**config.mk**
```make
export PLATFORM = sky130hd
export DESIGN_NAME = ir_pulse_burst_modulator
export DESIGN_NICKNAME = d
export VERILOG_FILES = /design/src/pkg/irmod_pkg.sv /design/src/ir_pulse_burst_modulator.sv
export SDC_FILE = /design/constraint.sdc
export NUM_CORES = 1
export LEC_CHECK = 0
export BUFFER_PORTS_ARGS = -buffer_cell sky130_fd_sc_hd__buf_2
export CORE_UTILIZATION = 64
export CTS_CLUSTER_SIZE = 14
export DETAILED_ROUTE_END_ITERATION = 8
export PLACE_DENSITY = 0.85
export SLEW_MARGIN = 20
export SYNTH_ARGS = -nofsm -noshare
export SYNTH_HDL_FRONTEND = slang
export SYNTH_SLANG_ARGS = --single-unit
```
**constraint.sdc**
```tcl
create_clock -name clk_i -period 6.3 [get_ports clk_i]
set_clock_uncertainty 0.2 [all_clocks]
set_input_delay 1.575 -clock clk_i [delete_from_list [all_inputs] [get_ports clk_i]]
set_output_delay 1.575 -clock clk_i [all_outputs]
set_load 0.02 [all_outputs]
```
**src/pkg/irmod_pkg.sv**
```systemverilog
package irmod_pkg;

   // Derivative register addresses
   localparam logic [2:0] ADDR_ON_LEN   = 3'h0;
   localparam logic [2:0] ADDR_OFF_LEN  = 3'h1;
   localparam logic [2:0] ADDR_CNT_LOW  = 3'h2;
   localparam logic [2:0] ADDR_CONTROL  = 3'h3;
   localparam logic [2:0] ADDR_CNT_HIGH = 3'h4;

   // Control register and count high bit positions
   localparam int CTRL_WDT_BIT   = 4;
   localparam int CTRL_RINT_BIT  = 3;
   localparam int CTRL_CONT_BIT  = 2;
   localparam int CTRL_LONG_BIT  = 1;
   localparam int CTRL_CHOP_BIT  = 0;
   localparam int CNT_HIGH_MSB   = 9;
   localparam int CNT_HIGH_LSB   = 8;

   // Reset values
   localparam logic [7:0] REG_RST   = 8'h00;
   localparam logic [9:0] CNT_RST   = 10'h000;
   localparam logic [2:0] MODE_RST  = 3'h0;
   localparam logic [8:0] TIMER_RST = 9'h000;
   localparam logic [1:0] PHASE_RST = 2'h0;

   // Timer loads value + 1 and runs through zero: value + 2 cycles
   localparam logic [8:0] TIMER_EXTRA = 9'h001;
   localparam logic [9:0] CNT_ONE     = 10'h001;
   localparam logic [1:0] PHASE_STEP  = 2'h1;
   localparam int         CHOP_BIT    = 1;

   // Core instruction kinds on the derivative port
   typedef enum logic [1:0]
   {
      DERIV_WRITE = 2'h0,
      DERIV_READ  = 2'h1,
      DERIV_AND   = 2'h2,
      DERIV_OR    = 2'h3
   } deriv_op_e;

   // Modulator sequence, Gray coded along idle, on, off
   typedef enum logic [1:0]
   {
      ST_IDLE = 2'b00,
      ST_ON   = 2'b01,
      ST_OFF  = 2'b11
   } mod_state_e;

endpackage : irmod_pkg

```
**src/ir_pulse_burst_modulator.sv**
```systemverilog
// Operation
// - ON time is register value plus two
// - OFF time is register value plus two
// - Ten-bit count split over two addresses
// - Control: three modes, two strobes, reserved
// - Control bit 4 pulses watchdog reload
// - Control bit 3 clears interrupt flag
// - Continuous mode ignores count, never stops
// - Long pulse: ON time times count
// - Long pulse chopped when carrier set
// - Carrier chops ON at quarter clock
// - Write and read move accumulator data
// - AND/OR read, combine, write back
// - After reset output high, inactive
// - Count load starts burst with ON
// - ON end decrements, then OFF, repeat
// - Count reaching zero sets interrupt
// - Count load clears interrupt flag
`timescale 1ns/1ps
`default_nettype none

module ir_pulse_burst_modulator
(
   input  wire logic       clk_i,
   input  wire logic       sys_rst_i,
   input  wire logic       op_valid_i,
   input  wire logic [1:0] op_code_i,
   input  wire logic [2:0] op_addr_i,
   input  wire logic [7:0] acc_data_i,
   output var  logic [7:0] rd_data_o,
   output var  logic       rd_valid_o,
   output var  logic       pulse_out_n_o,
   output var  logic       mod_irq_o,
   output var  logic       watchdog_reload_strobe_o
);

   logic [7:0]             on_len_q;
   logic [7:0]             off_len_q;
   logic [9:0]             cnt_q;
   logic [2:0]             mode_q;
   logic [8:0]             timer_q;
   logic [1:0]             phase_q;
   irmod_pkg::mod_state_e  state_q;
   logic [7:0]             cur_val;
   logic [7:0]             new_val;
   logic                   wr_en;
   logic                   load_low;
   logic                   ctrl_wr;
   logic                   burst_done;
   logic                   cont_mode;
   logic                   long_mode;
   logic                   chop_mode;

   // Mode bits act live; continuous and long take effect at the next ON timer end, chop at once
   assign cont_mode = mode_q[irmod_pkg::CTRL_CONT_BIT];
   assign long_mode = mode_q[irmod_pkg::CTRL_LONG_BIT];
   assign chop_mode = mode_q[irmod_pkg::CTRL_CHOP_BIT];

   // Current contents of the addressed register; unmapped reads zero
   always_comb
   begin
      case (op_addr_i)
         irmod_pkg::ADDR_ON_LEN:   cur_val = on_len_q;
         irmod_pkg::ADDR_OFF_LEN:  cur_val = off_len_q;
         irmod_pkg::ADDR_CNT_LOW:  cur_val = cnt_q[7:0];
         irmod_pkg::ADDR_CONTROL:  cur_val = {5'h00, mode_q};
         irmod_pkg::ADDR_CNT_HIGH: cur_val = {6'h00, cnt_q[9:8]};
         default:                  cur_val = 8'h00;
      endcase
   end

   // Value written back by write, AND and OR instructions
   always_comb
   begin
      case (op_code_i)
         irmod_pkg::DERIV_AND: new_val = cur_val & acc_data_i;
         irmod_pkg::DERIV_OR:  new_val = cur_val | acc_data_i;
         default:              new_val = acc_data_i;
      endcase
   end

   // Instruction decode; AND and OR write back like a plain write
   assign wr_en    = op_valid_i && (op_code_i != irmod_pkg::DERIV_READ);
   assign load_low = wr_en && (op_addr_i == irmod_pkg::ADDR_CNT_LOW);
   assign ctrl_wr  = wr_en && (op_addr_i == irmod_pkg::ADDR_CONTROL);
   // Last ON end of a counted burst; a stray zero count ends at its first ON end too
   assign burst_done = (state_q == irmod_pkg::ST_ON) && (timer_q == 9'h000)
                       && !cont_mode && (cnt_q <= irmod_pkg::CNT_ONE);

   // Timing and mode registers
   always_ff @(posedge clk_i)
   begin
      if (sys_rst_i)
      begin
         on_len_q  <= irmod_pkg::REG_RST;
         off_len_q <= irmod_pkg::REG_RST;
         mode_q    <= irmod_pkg::MODE_RST;
      end
      else if (wr_en)
      begin
         if (op_addr_i == irmod_pkg::ADDR_ON_LEN)
            on_len_q <= new_val;
         if (op_addr_i == irmod_pkg::ADDR_OFF_LEN)
            off_len_q <= new_val;
         if (ctrl_wr)
            mode_q <= new_val[irmod_pkg::CTRL_CONT_BIT:0];
      end
   end

   // Read answer, one cycle after the instruction
   always_ff @(posedge clk_i)
   begin
      if (sys_rst_i)
      begin
         rd_data_o  <= irmod_pkg::REG_RST;
         rd_valid_o <= 1'b0;
      end
      else
      begin
         rd_valid_o <= op_valid_i && (op_code_i == irmod_pkg::DERIV_READ);
         if (op_valid_i && (op_code_i == irmod_pkg::DERIV_READ))
            rd_data_o <= cur_val;
      end
   end

   // Watchdog reload is a strobe only, nothing is stored
   always_ff @(posedge clk_i)
   begin
      if (sys_rst_i)
         watchdog_reload_strobe_o <= 1'b0;
      else
         watchdog_reload_strobe_o <= ctrl_wr
            && new_val[irmod_pkg::CTRL_WDT_BIT];
   end

   // Sequencer, pulse timer and burst count
   always_ff @(posedge clk_i)
   begin
      if (sys_rst_i)
      begin
         state_q <= irmod_pkg::ST_IDLE;
         timer_q <= irmod_pkg::TIMER_RST;
         cnt_q   <= irmod_pkg::CNT_RST;
         phase_q <= irmod_pkg::PHASE_RST;
      end
      else if (load_low)
      begin
         // A load restarts even a running burst
         cnt_q[7:0] <= new_val;
         state_q    <= irmod_pkg::ST_ON;
         timer_q    <= {1'b0, on_len_q} + irmod_pkg::TIMER_EXTRA;
         phase_q    <= irmod_pkg::PHASE_RST;
      end
      else
      begin
         case (state_q)
            irmod_pkg::ST_ON:
            begin
               phase_q <= phase_q + irmod_pkg::PHASE_STEP;
               if (timer_q != 9'h000)
                  timer_q <= timer_q - 9'h001;
               else if (cont_mode)
               begin
                  if (long_mode)
                     timer_q <= {1'b0, on_len_q} + irmod_pkg::TIMER_EXTRA;
                  else
                  begin
                     state_q <= irmod_pkg::ST_OFF;
                     timer_q <= {1'b0, off_len_q} + irmod_pkg::TIMER_EXTRA;
                  end
               end
               else
               begin
                  if (cnt_q != irmod_pkg::CNT_RST)
                     cnt_q <= cnt_q - irmod_pkg::CNT_ONE;
                  if (burst_done)
                     state_q <= irmod_pkg::ST_IDLE;
                  else if (long_mode)
                     // Stay active; OFF time is skipped
                     timer_q <= {1'b0, on_len_q} + irmod_pkg::TIMER_EXTRA;
                  else
                  begin
                     state_q <= irmod_pkg::ST_OFF;
                     timer_q <= {1'b0, off_len_q} + irmod_pkg::TIMER_EXTRA;
                  end
               end
            end
            irmod_pkg::ST_OFF:
            begin
               if (timer_q != 9'h000)
                  timer_q <= timer_q - 9'h001;
               else
               begin
                  state_q <= irmod_pkg::ST_ON;
                  timer_q <= {1'b0, on_len_q} + irmod_pkg::TIMER_EXTRA;
                  phase_q <= irmod_pkg::PHASE_RST;
               end
            end
            default:
               state_q <= irmod_pkg::ST_IDLE;
         endcase
         // High bits write; does not start a burst
         if (wr_en && (op_addr_i == irmod_pkg::ADDR_CNT_HIGH))
            cnt_q[irmod_pkg::CNT_HIGH_MSB:irmod_pkg::CNT_HIGH_LSB]
               <= new_val[1:0];
      end
   end

   // Interrupt flag: the set wins over either clear
   always_ff @(posedge clk_i)
   begin
      if (sys_rst_i)
         mod_irq_o <= 1'b0;
      else if (burst_done)
         mod_irq_o <= 1'b1;
      else if (load_low)
         mod_irq_o <= 1'b0;
      else if (ctrl_wr && new_val[irmod_pkg::CTRL_RINT_BIT])
         mod_irq_o <= 1'b0;
   end

   // Active-low drive; chop keeps 2 of every 4 ON cycles active
   always_ff @(posedge clk_i)
   begin
      if (sys_rst_i)
         pulse_out_n_o <= 1'b1;
      else
         pulse_out_n_o <= !((state_q == irmod_pkg::ST_ON)
            && !(chop_mode && phase_q[irmod_pkg::CHOP_BIT]));
   end

   property p_on_load;
      @(posedge clk_i) disable iff (sys_rst_i)
      (state_q == irmod_pkg::ST_ON && $past(state_q) != irmod_pkg::ST_ON)
      |-> timer_q == ({1'b0, $past(on_len_q)} + 9'h001);
   endproperty
   a_on_load: assert property (p_on_load)
      else $error("ON timer not loaded with value plus one");

   property p_off_load;
      @(posedge clk_i) disable iff (sys_rst_i)
      (state_q == irmod_pkg::ST_OFF && $past(state_q) == irmod_pkg::ST_ON)
      |-> timer_q == ({1'b0, $past(off_len_q)} + 9'h001);
   endproperty
   a_off_load: assert property (p_off_load)
      else $error("OFF timer not loaded with value plus one");

   property p_start;
      @(posedge clk_i) disable iff (sys_rst_i)
      load_low |=> state_q == irmod_pkg::ST_ON ##1 !pulse_out_n_o;
   endproperty
   a_start: assert property (p_start)
      else $error("Count load did not start a pulse");

   property p_countdown;
      @(posedge clk_i) disable iff (sys_rst_i)
      (state_q != irmod_pkg::ST_IDLE && timer_q != 9'h000 && !load_low)
      |=> timer_q == $past(timer_q) - 9'h001;
   endproperty
   a_countdown: assert property (p_countdown)
      else $error("Pulse timer did not count down");

   property p_done_irq;
      @(posedge clk_i) disable iff (sys_rst_i)
      burst_done
      |=> (mod_irq_o && state_q != irmod_pkg::ST_ON) || $past(load_low);
   endproperty
   a_done_irq: assert property (p_done_irq)
      else $error("Burst end did not raise interrupt");

   property p_load_clr;
      @(posedge clk_i) disable iff (sys_rst_i)
      (load_low && !burst_done) |=> !mod_irq_o;
   endproperty
   a_load_clr: assert property (p_load_clr)
      else $error("Count load did not clear interrupt");

   property p_rint_clr;
      @(posedge clk_i) disable iff (sys_rst_i)
      (ctrl_wr && new_val[irmod_pkg::CTRL_RINT_BIT] && !burst_done)
      |=> !mod_irq_o;
   endproperty
   a_rint_clr: assert property (p_rint_clr)
      else $error("Interrupt clear strobe had no effect");

   property p_wdt;
      @(posedge clk_i) disable iff (sys_rst_i)
      (ctrl_wr && new_val[irmod_pkg::CTRL_WDT_BIT])
      |=> watchdog_reload_strobe_o;
   endproperty
   a_wdt: assert property (p_wdt)
      else $error("Watchdog reload strobe missing");

   property p_cont;
      @(posedge clk_i) disable iff (sys_rst_i)
      (state_q != irmod_pkg::ST_IDLE && cont_mode)
      |=> state_q != irmod_pkg::ST_IDLE;
   endproperty
   a_cont: assert property (p_cont)
      else $error("Continuous mode stopped");

   property p_long;
      @(posedge clk_i) disable iff (sys_rst_i)
      (state_q == irmod_pkg::ST_ON && long_mode && !load_low)
      |=> state_q != irmod_pkg::ST_OFF;
   endproperty
   a_long: assert property (p_long)
      else $error("Long pulse entered OFF time");

   property p_chop;
      @(posedge clk_i) disable iff (sys_rst_i)
      (state_q == irmod_pkg::ST_ON && chop_mode
         && phase_q[irmod_pkg::CHOP_BIT]) |=> pulse_out_n_o;
   endproperty
   a_chop: assert property (p_chop)
      else $error("Carrier chop did not release output");

   property p_read;
      @(posedge clk_i) disable iff (sys_rst_i)
      (op_valid_i && op_code_i == irmod_pkg::DERIV_READ)
      |=> rd_valid_o && rd_data_o == $past(cur_val);
   endproperty
   a_read: assert property (p_read)
      else $error("Read answer wrong or late");

   property p_ctrl_rd;
      @(posedge clk_i) disable iff (sys_rst_i)
      (op_valid_i && op_code_i == irmod_pkg::DERIV_READ
         && op_addr_i == irmod_pkg::ADDR_CONTROL) |=> rd_data_o[7:3] == 5'h00;
   endproperty
   a_ctrl_rd: assert property (p_ctrl_rd)
      else $error("Control read shows strobe or reserved bits");

   property p_reset;
      @(posedge clk_i) sys_rst_i |=> pulse_out_n_o && !mod_irq_o;
   endproperty
   a_reset: assert property (p_reset)
      else $error("Output not inactive after reset");

endmodule : ir_pulse_burst_modulator

`default_nettype wire

```
# Word-level counts from Yosys, hierarchy flattened
# Index checks and enable logic that the tools add are counted.
# totals
elab_cells	105
input_bits	16
regBits	54
output_inout_bits	12
# classes
muxes	27
n_addsub	5
bitwise_logic	3
order_cmp	1
reduce_logical	36
eq_ne	19
# ops
operator	n
$mux W9	6
$mux W10	4
$pmux W8 S5	1
$add A8 B1 Y9 const B	2
$pmux W9 S2	1
$pmux W8 S2	1
$mux W2	7
$reduce_and A2 Y1	7
$logic_and A1 B1 Y1	12
$le A10 B1 Y1 const B	1
$reduce_bool A10 Y1	1
$reduce_bool A2 Y1	5
$sub A10 B1 Y10 const B	1
$logic_not A9 Y1	1
$reduce_bool A9 Y1	1
$sub A9 B1 Y9 const B	1
$and A8 B8 Y8	1
$mux W8	1
$ne A2 B1 Y1 const B	4
$or A8 B8 Y8	1
$pmux W2 S2	2
$eq A2 B2 Y1 const B	3
$eq A3 B2 Y1 const B	2
$ne A2 B2 Y1 const B	3
other kinds (14)	22

# Depth between registers and ports, before layout
# logic_depth
ltp_word	9
ltp_mapped	9
mapped_depth_nobuf	8

# Worst setup path before layout
# OpenSTA, ideal clock, no wires.
# synth_timing
kind	input to register
start	input port op_addr_i[1]
end	register off_len_q[0]
setup_time_ps	128
n_path_buf	2
slack_ps	3134
arrival_time_ps	2839
required_time_ps	5972
stages	8
cell_sequence	buf_2 > buf_2 > mux2i_1 > nor2_1 > o32ai_1 > nand2_1 > mux2i_1 > nor2_1
# synth_via
elab_chain_len	4
elab_cells_between_ends	10
classes_between	4 x eq/ne; 2 x mux; 2 x bitwise; 2 x reduce/logical
# synth_lines
element	line	source
start, declared	ir_pulse_burst_modulator.sv:28	input wire logic [2:0] op_addr_i,
$eq A3 B3 Y1, or another cell as far along	ir_pulse_burst_modulator.sv:62	case (op_addr_i)
$pmux W8 S5	ir_pulse_burst_modulator.sv:62	
$or A8 B8 Y8 / $and A8 B8 Y8 (equally long branches)	ir_pulse_burst_modulator.sv:77, ir_pulse_burst_modulator.sv:76	
$pmux W8 S2	ir_pulse_burst_modulator.sv:75	case (op_code_i)
end signal, assigned	ir_pulse_burst_modulator.sv:96	off_len_q <= irmod_pkg::REG_RST;
end signal, assigned	ir_pulse_burst_modulator.sv:104	off_len_q <= new_val;
end, declared	ir_pulse_burst_modulator.sv:38	logic [7:0] off_len_q;
# Several ways; a longest one is shown, not always the timed one.
# A chain may end at the register's enable or synchronous reset.

# Worst setup path after layout
# layout_timing
start	input port op_addr_i[1]
end	register timer_q[6]
# layout_via
elab_chain_len	4
elab_cells_between_ends	6
classes_between	2 x eq/ne; 1 x mux; 3 x reduce/logical
# layout_lines
element	line	source
$eq A3 B2 Y1 (*)	ir_pulse_burst_modulator.sv:84	assign load_low = wr_en && (op_addr_i == irmod_pkg::ADDR_CNT_LOW);
$logic_and A1 B1 Y1 (*)	ir_pulse_burst_modulator.sv:84	
$ne A5 B4 Y1 (no line) / $reduce_bool A3 Y1 (equally long branches)	--	
$reduce_and A2 Y1 (no line)	--	
end signal, assigned	ir_pulse_burst_modulator.sv:142	timer_q <= irmod_pkg::TIMER_RST;
end signal, assigned	ir_pulse_burst_modulator.sv:151	timer_q <= {1'b0, on_len_q} + irmod_pkg::TIMER_EXTRA;
end signal, assigned	ir_pulse_burst_modulator.sv:161	timer_q <= timer_q - 9'h001;
end, declared	ir_pulse_burst_modulator.sv:41	logic [8:0] timer_q;
# Mark *: on every way between the ends. The rest lies on a longest branch, timed or not.

==> results.py <==
metrics = {
    "status": {
        "status": "complete, no violations",
    },
    "finish": {
        "final_util_pct": 71.71,
        "mostFrequentLayoutCells": "nor2_1, dfxtp_1, nand2_1, buf_2, mux2i_1",
        "seq_area_um2": 1081,
        "num-nets-final": 423,
        "area_growth_syn_to_layout_pct": 7.023,
        "diodes": 0,
        "drive_gt1_share_pct": 13.47,
        "stdcell_area_um2": 3432,
        "fillers": 387,
        "mostFrequentLayoutCell": "nor2_1",
        "multiInputGateArea_um2": 2022,
    },
    "floorplan": {
        "die_x_um": 72.79,
        "core_area_um2": 4786,
        "rows": 25,
        "ioPinCount": 28,
        "die_area_um2": 5298,
        "initial_utilization_pct": 67.01,
        "die_y_um": 72.79,
    },
    "power_and_ir_drop": {
        "p_leak_nw": 1.304,
        "peakVddDrop_v": 0.0001126,
        "p_per_area_nw_per_um2": 201.7,
        "power.total_mw": 0.6923,
    },
    "sta": {
        "hold_viol": 0,
        "rsz0062_at_grt": "no",
        "period_needed_ns": 3.554,
        "fin_ws_ns": 2.746,
        "drv_slew": 0,
        "finalCritPeriodShare_pct": 56.42,
        "tightest_slew_ns": 0.9435,
        "max_freq_ghz": 0.2814,
        "setup-tns-final_ns": 0,
        "finalSetupViolCount": 0,
        "slew-limit-headroom_pct": 37.10,
    },
    "synthesis": {
        "synth_edf_count": 0,
        "syn_inst": 383,
        "synth_seq_area_share_pct": 33.71,
        "synth_fp_nets": 405,
        "synth_flop_cell": "dfxtp_1",
        "ys_ff_latch": 54,
        "avgSynthCellArea_um2": 8.373,
        "syn_area_um2": 3207,
        "ys_async_sr_fraction_pct": 0,
        "yosys.cell_types.count": 61,
        "yosys_warnings": 0,
    },
    "clocking": {
        "cts_root_buf": "clkbuf_8",
        "ctsHoldBuffers": 0,
        "ctsResizeCount": 0,
        "cts_tree": "yes",
        "post_cts_buffers": 0,
        "clk_pin_slew_worst_paths_ns": 0.09,
        "cts.sinks": 54,
        "clock_latency_ns": 0.30,
        "cts_inserted_buffers": 5,
        "cts-htree-levels": 2,
        "max-clock-path-buffers": 2,
    },
    "job": {
        "cap_violations": 0,
    },
    "routing": {
        "via_per_inst": 6.224,
        "wl_per_cell_um": 16.83,
        "dr.pass1.iters": 6,
        "drtIter0Drc": 185,
        "ant_nets": 0,
        "vias": 2913,
        "wl_mm": 7.878,
        "drc_errors": 0,
    },
    "placed_design": {
        "place_ws_ns": 2.527,
        "finalWeightedCongestion": 0.9190,
        "postPlaceCellArea_um2": 3347,
        "dpl.hpwl_mm": 5.805,
        "io_buffers": 27,
    },
    "setup_path": {
        "worstSetupStartpointType": "primary input",
        "worst-endpoint-arrival_ns": 3.51,
        "cp_slowest_cell": "nand4_1",
        "setup.worst_path.end_class": "flop",
        "path_buf_inv": 1,
        "cpLargestDelayFamily": "simple AND/OR/NAND/NOR gates",
        "critPathMaxFanout": 18,
        "critical_path.max_stage_delay_ns": 0.64,
        "path_cells": "buf_2 -> nand4_1 -> nand2_1 -> a22oi_1 -> a31oi_1 -> nor2_1",
        "crit_required_ns": 6.26,
        "reg2reg_slack_ns": 3.60,
        "path_depth": 6,
        "path_class": "primary input to flop",
        "reg2reg_depth": 8,
        "rr_startpoint": "timer_q[0]",
        "r2r_end": "timer_q[7]",
    },
    "grt": {
        "grtUsageTotal_pct": 32.09,
        "grt_pass1_wl_mm": 13.01,
        "grt_pass1_vias": 2673,
        "grt_max_degree": 51,
        "grt-ovfl-total": 0,
        "antenna_found_initial": 0,
    },
    "worst_hold_path": {
        "min_path_cells": 2,
        "hold_path.class": "flop to flop",
        "holdPathEnd": "rd_data_o[2]",
        "hold_start": "rd_data_o[2]",
    },
}
-- cell type report --
| cell class | instances | area share (%) |
|---|---|---|
| inverter | 7 | 0.7656 |
| sequential | 54 | 31.50 |
| tap | 67 | 2.443 |
| timing repair buffer | 28 | 4.156 |
| multi-input combinational | 305 | 58.91 |
| clock buffer | 7 | 2.224 |
-- tightest hold or removal path: stages, from the launching register on --
cell	delay [ns]
dfxtp_1	0.32
nand2_1	0.06
a21oi_1	0.06
-- sequential cells by signal, indices dropped and copies added, names as in the netlist --
signal	cells
cnt_q	10
mode_q	3
rd_valid_o	1
off_len_q	8
mod_irq_o	1
rd_data_o	8
state_q	2
pulse_out_n_o	1
phase_q	2
timer_q	9
on_len_q	8
watchdog_reload_strobe_o	1
-- cells by family (layout without fill, tap and decap cells) --
logic type	Yosys count	in the layout	synth area share (%)
flip-flops	54	54	33.71
buffers and inverters	24	42	3.512
AND/OR/NAND/NOR	169	169	27.55
AO/OA/AOI/OAI	83	83	18.69
multiplexers	24	24	7.920
XOR/XNOR	23	23	6.282
adder cells (fa/ha/maj)	6	6	2.341
-- report_power, final --
| group | internal, mW | total (mW) | switching, mW |
|---|---|---|---|
| clock | 0.0769 | 0.182 | 0.105 |
| combinational | 0.0543 | 0.144 | 0.0899 |
| sequential | 0.351 | 0.366 | 0.0150 |
-- metal layers --
metal	track usage [%]	vias up	share of wire [%]
met5	0	-	0
met4	15.25	0	3.5
met3	5.525	23	6.9
met2	52.75	136	47
met1	40.93	1341	43
li1	-	1413	-
-- cell usage after synthesis, types with 4 or more instances --
master,number,area [um^2]
nor4_1,4,25.02
xnor2_1,14,122.6
xor2_1,9,78.83
nand2_1,30,112.6
nor3_1,12,60.06
a21oi_1,15,75.07
mux2i_1,22,220.2
a22oi_1,8,60.06
a211oi_1,15,112.6
ha_1,6,75.07
and3_1,4,25.02
clkbuf_1,7,26.28
inv_1,7,26.28
nor2_1,66,247.7
o211ai_2,5,62.56
o22ai_1,4,25.02
o21ai_0,11,55.05
dfxtp_1,54,1081
o2bb2ai_1,5,43.79
nand2b_1,6,37.54
and2_1,9,56.30
buf_2,5,25.02
nand3_1,11,55.05
-- metrics by stage --
stage / std cells / hold slack [ns]
after floorplan: 383 / 0.2508
after global placement: 461 / 0.2438
after detailed placement: 461 / 0.2665
after CTS: 468 / 0.2838
after global routing: 468 / 0.2990
final: 468 / 0.2837
-- worst max path at each step --
stage                             from           end  slack [ns]
after floorplan           op_addr_i[1]  off_len_q[0]        3.13
after global placement    op_addr_i[1]    timer_q[6]        2.62
after detailed placement  op_addr_i[1]    timer_q[6]        2.53
after CTS                 op_addr_i[1]    timer_q[6]        2.84
after global routing      op_addr_i[1]    timer_q[6]        2.52
final                     op_addr_i[1]    timer_q[6]        2.75
(Power assumes the default switching activity.)
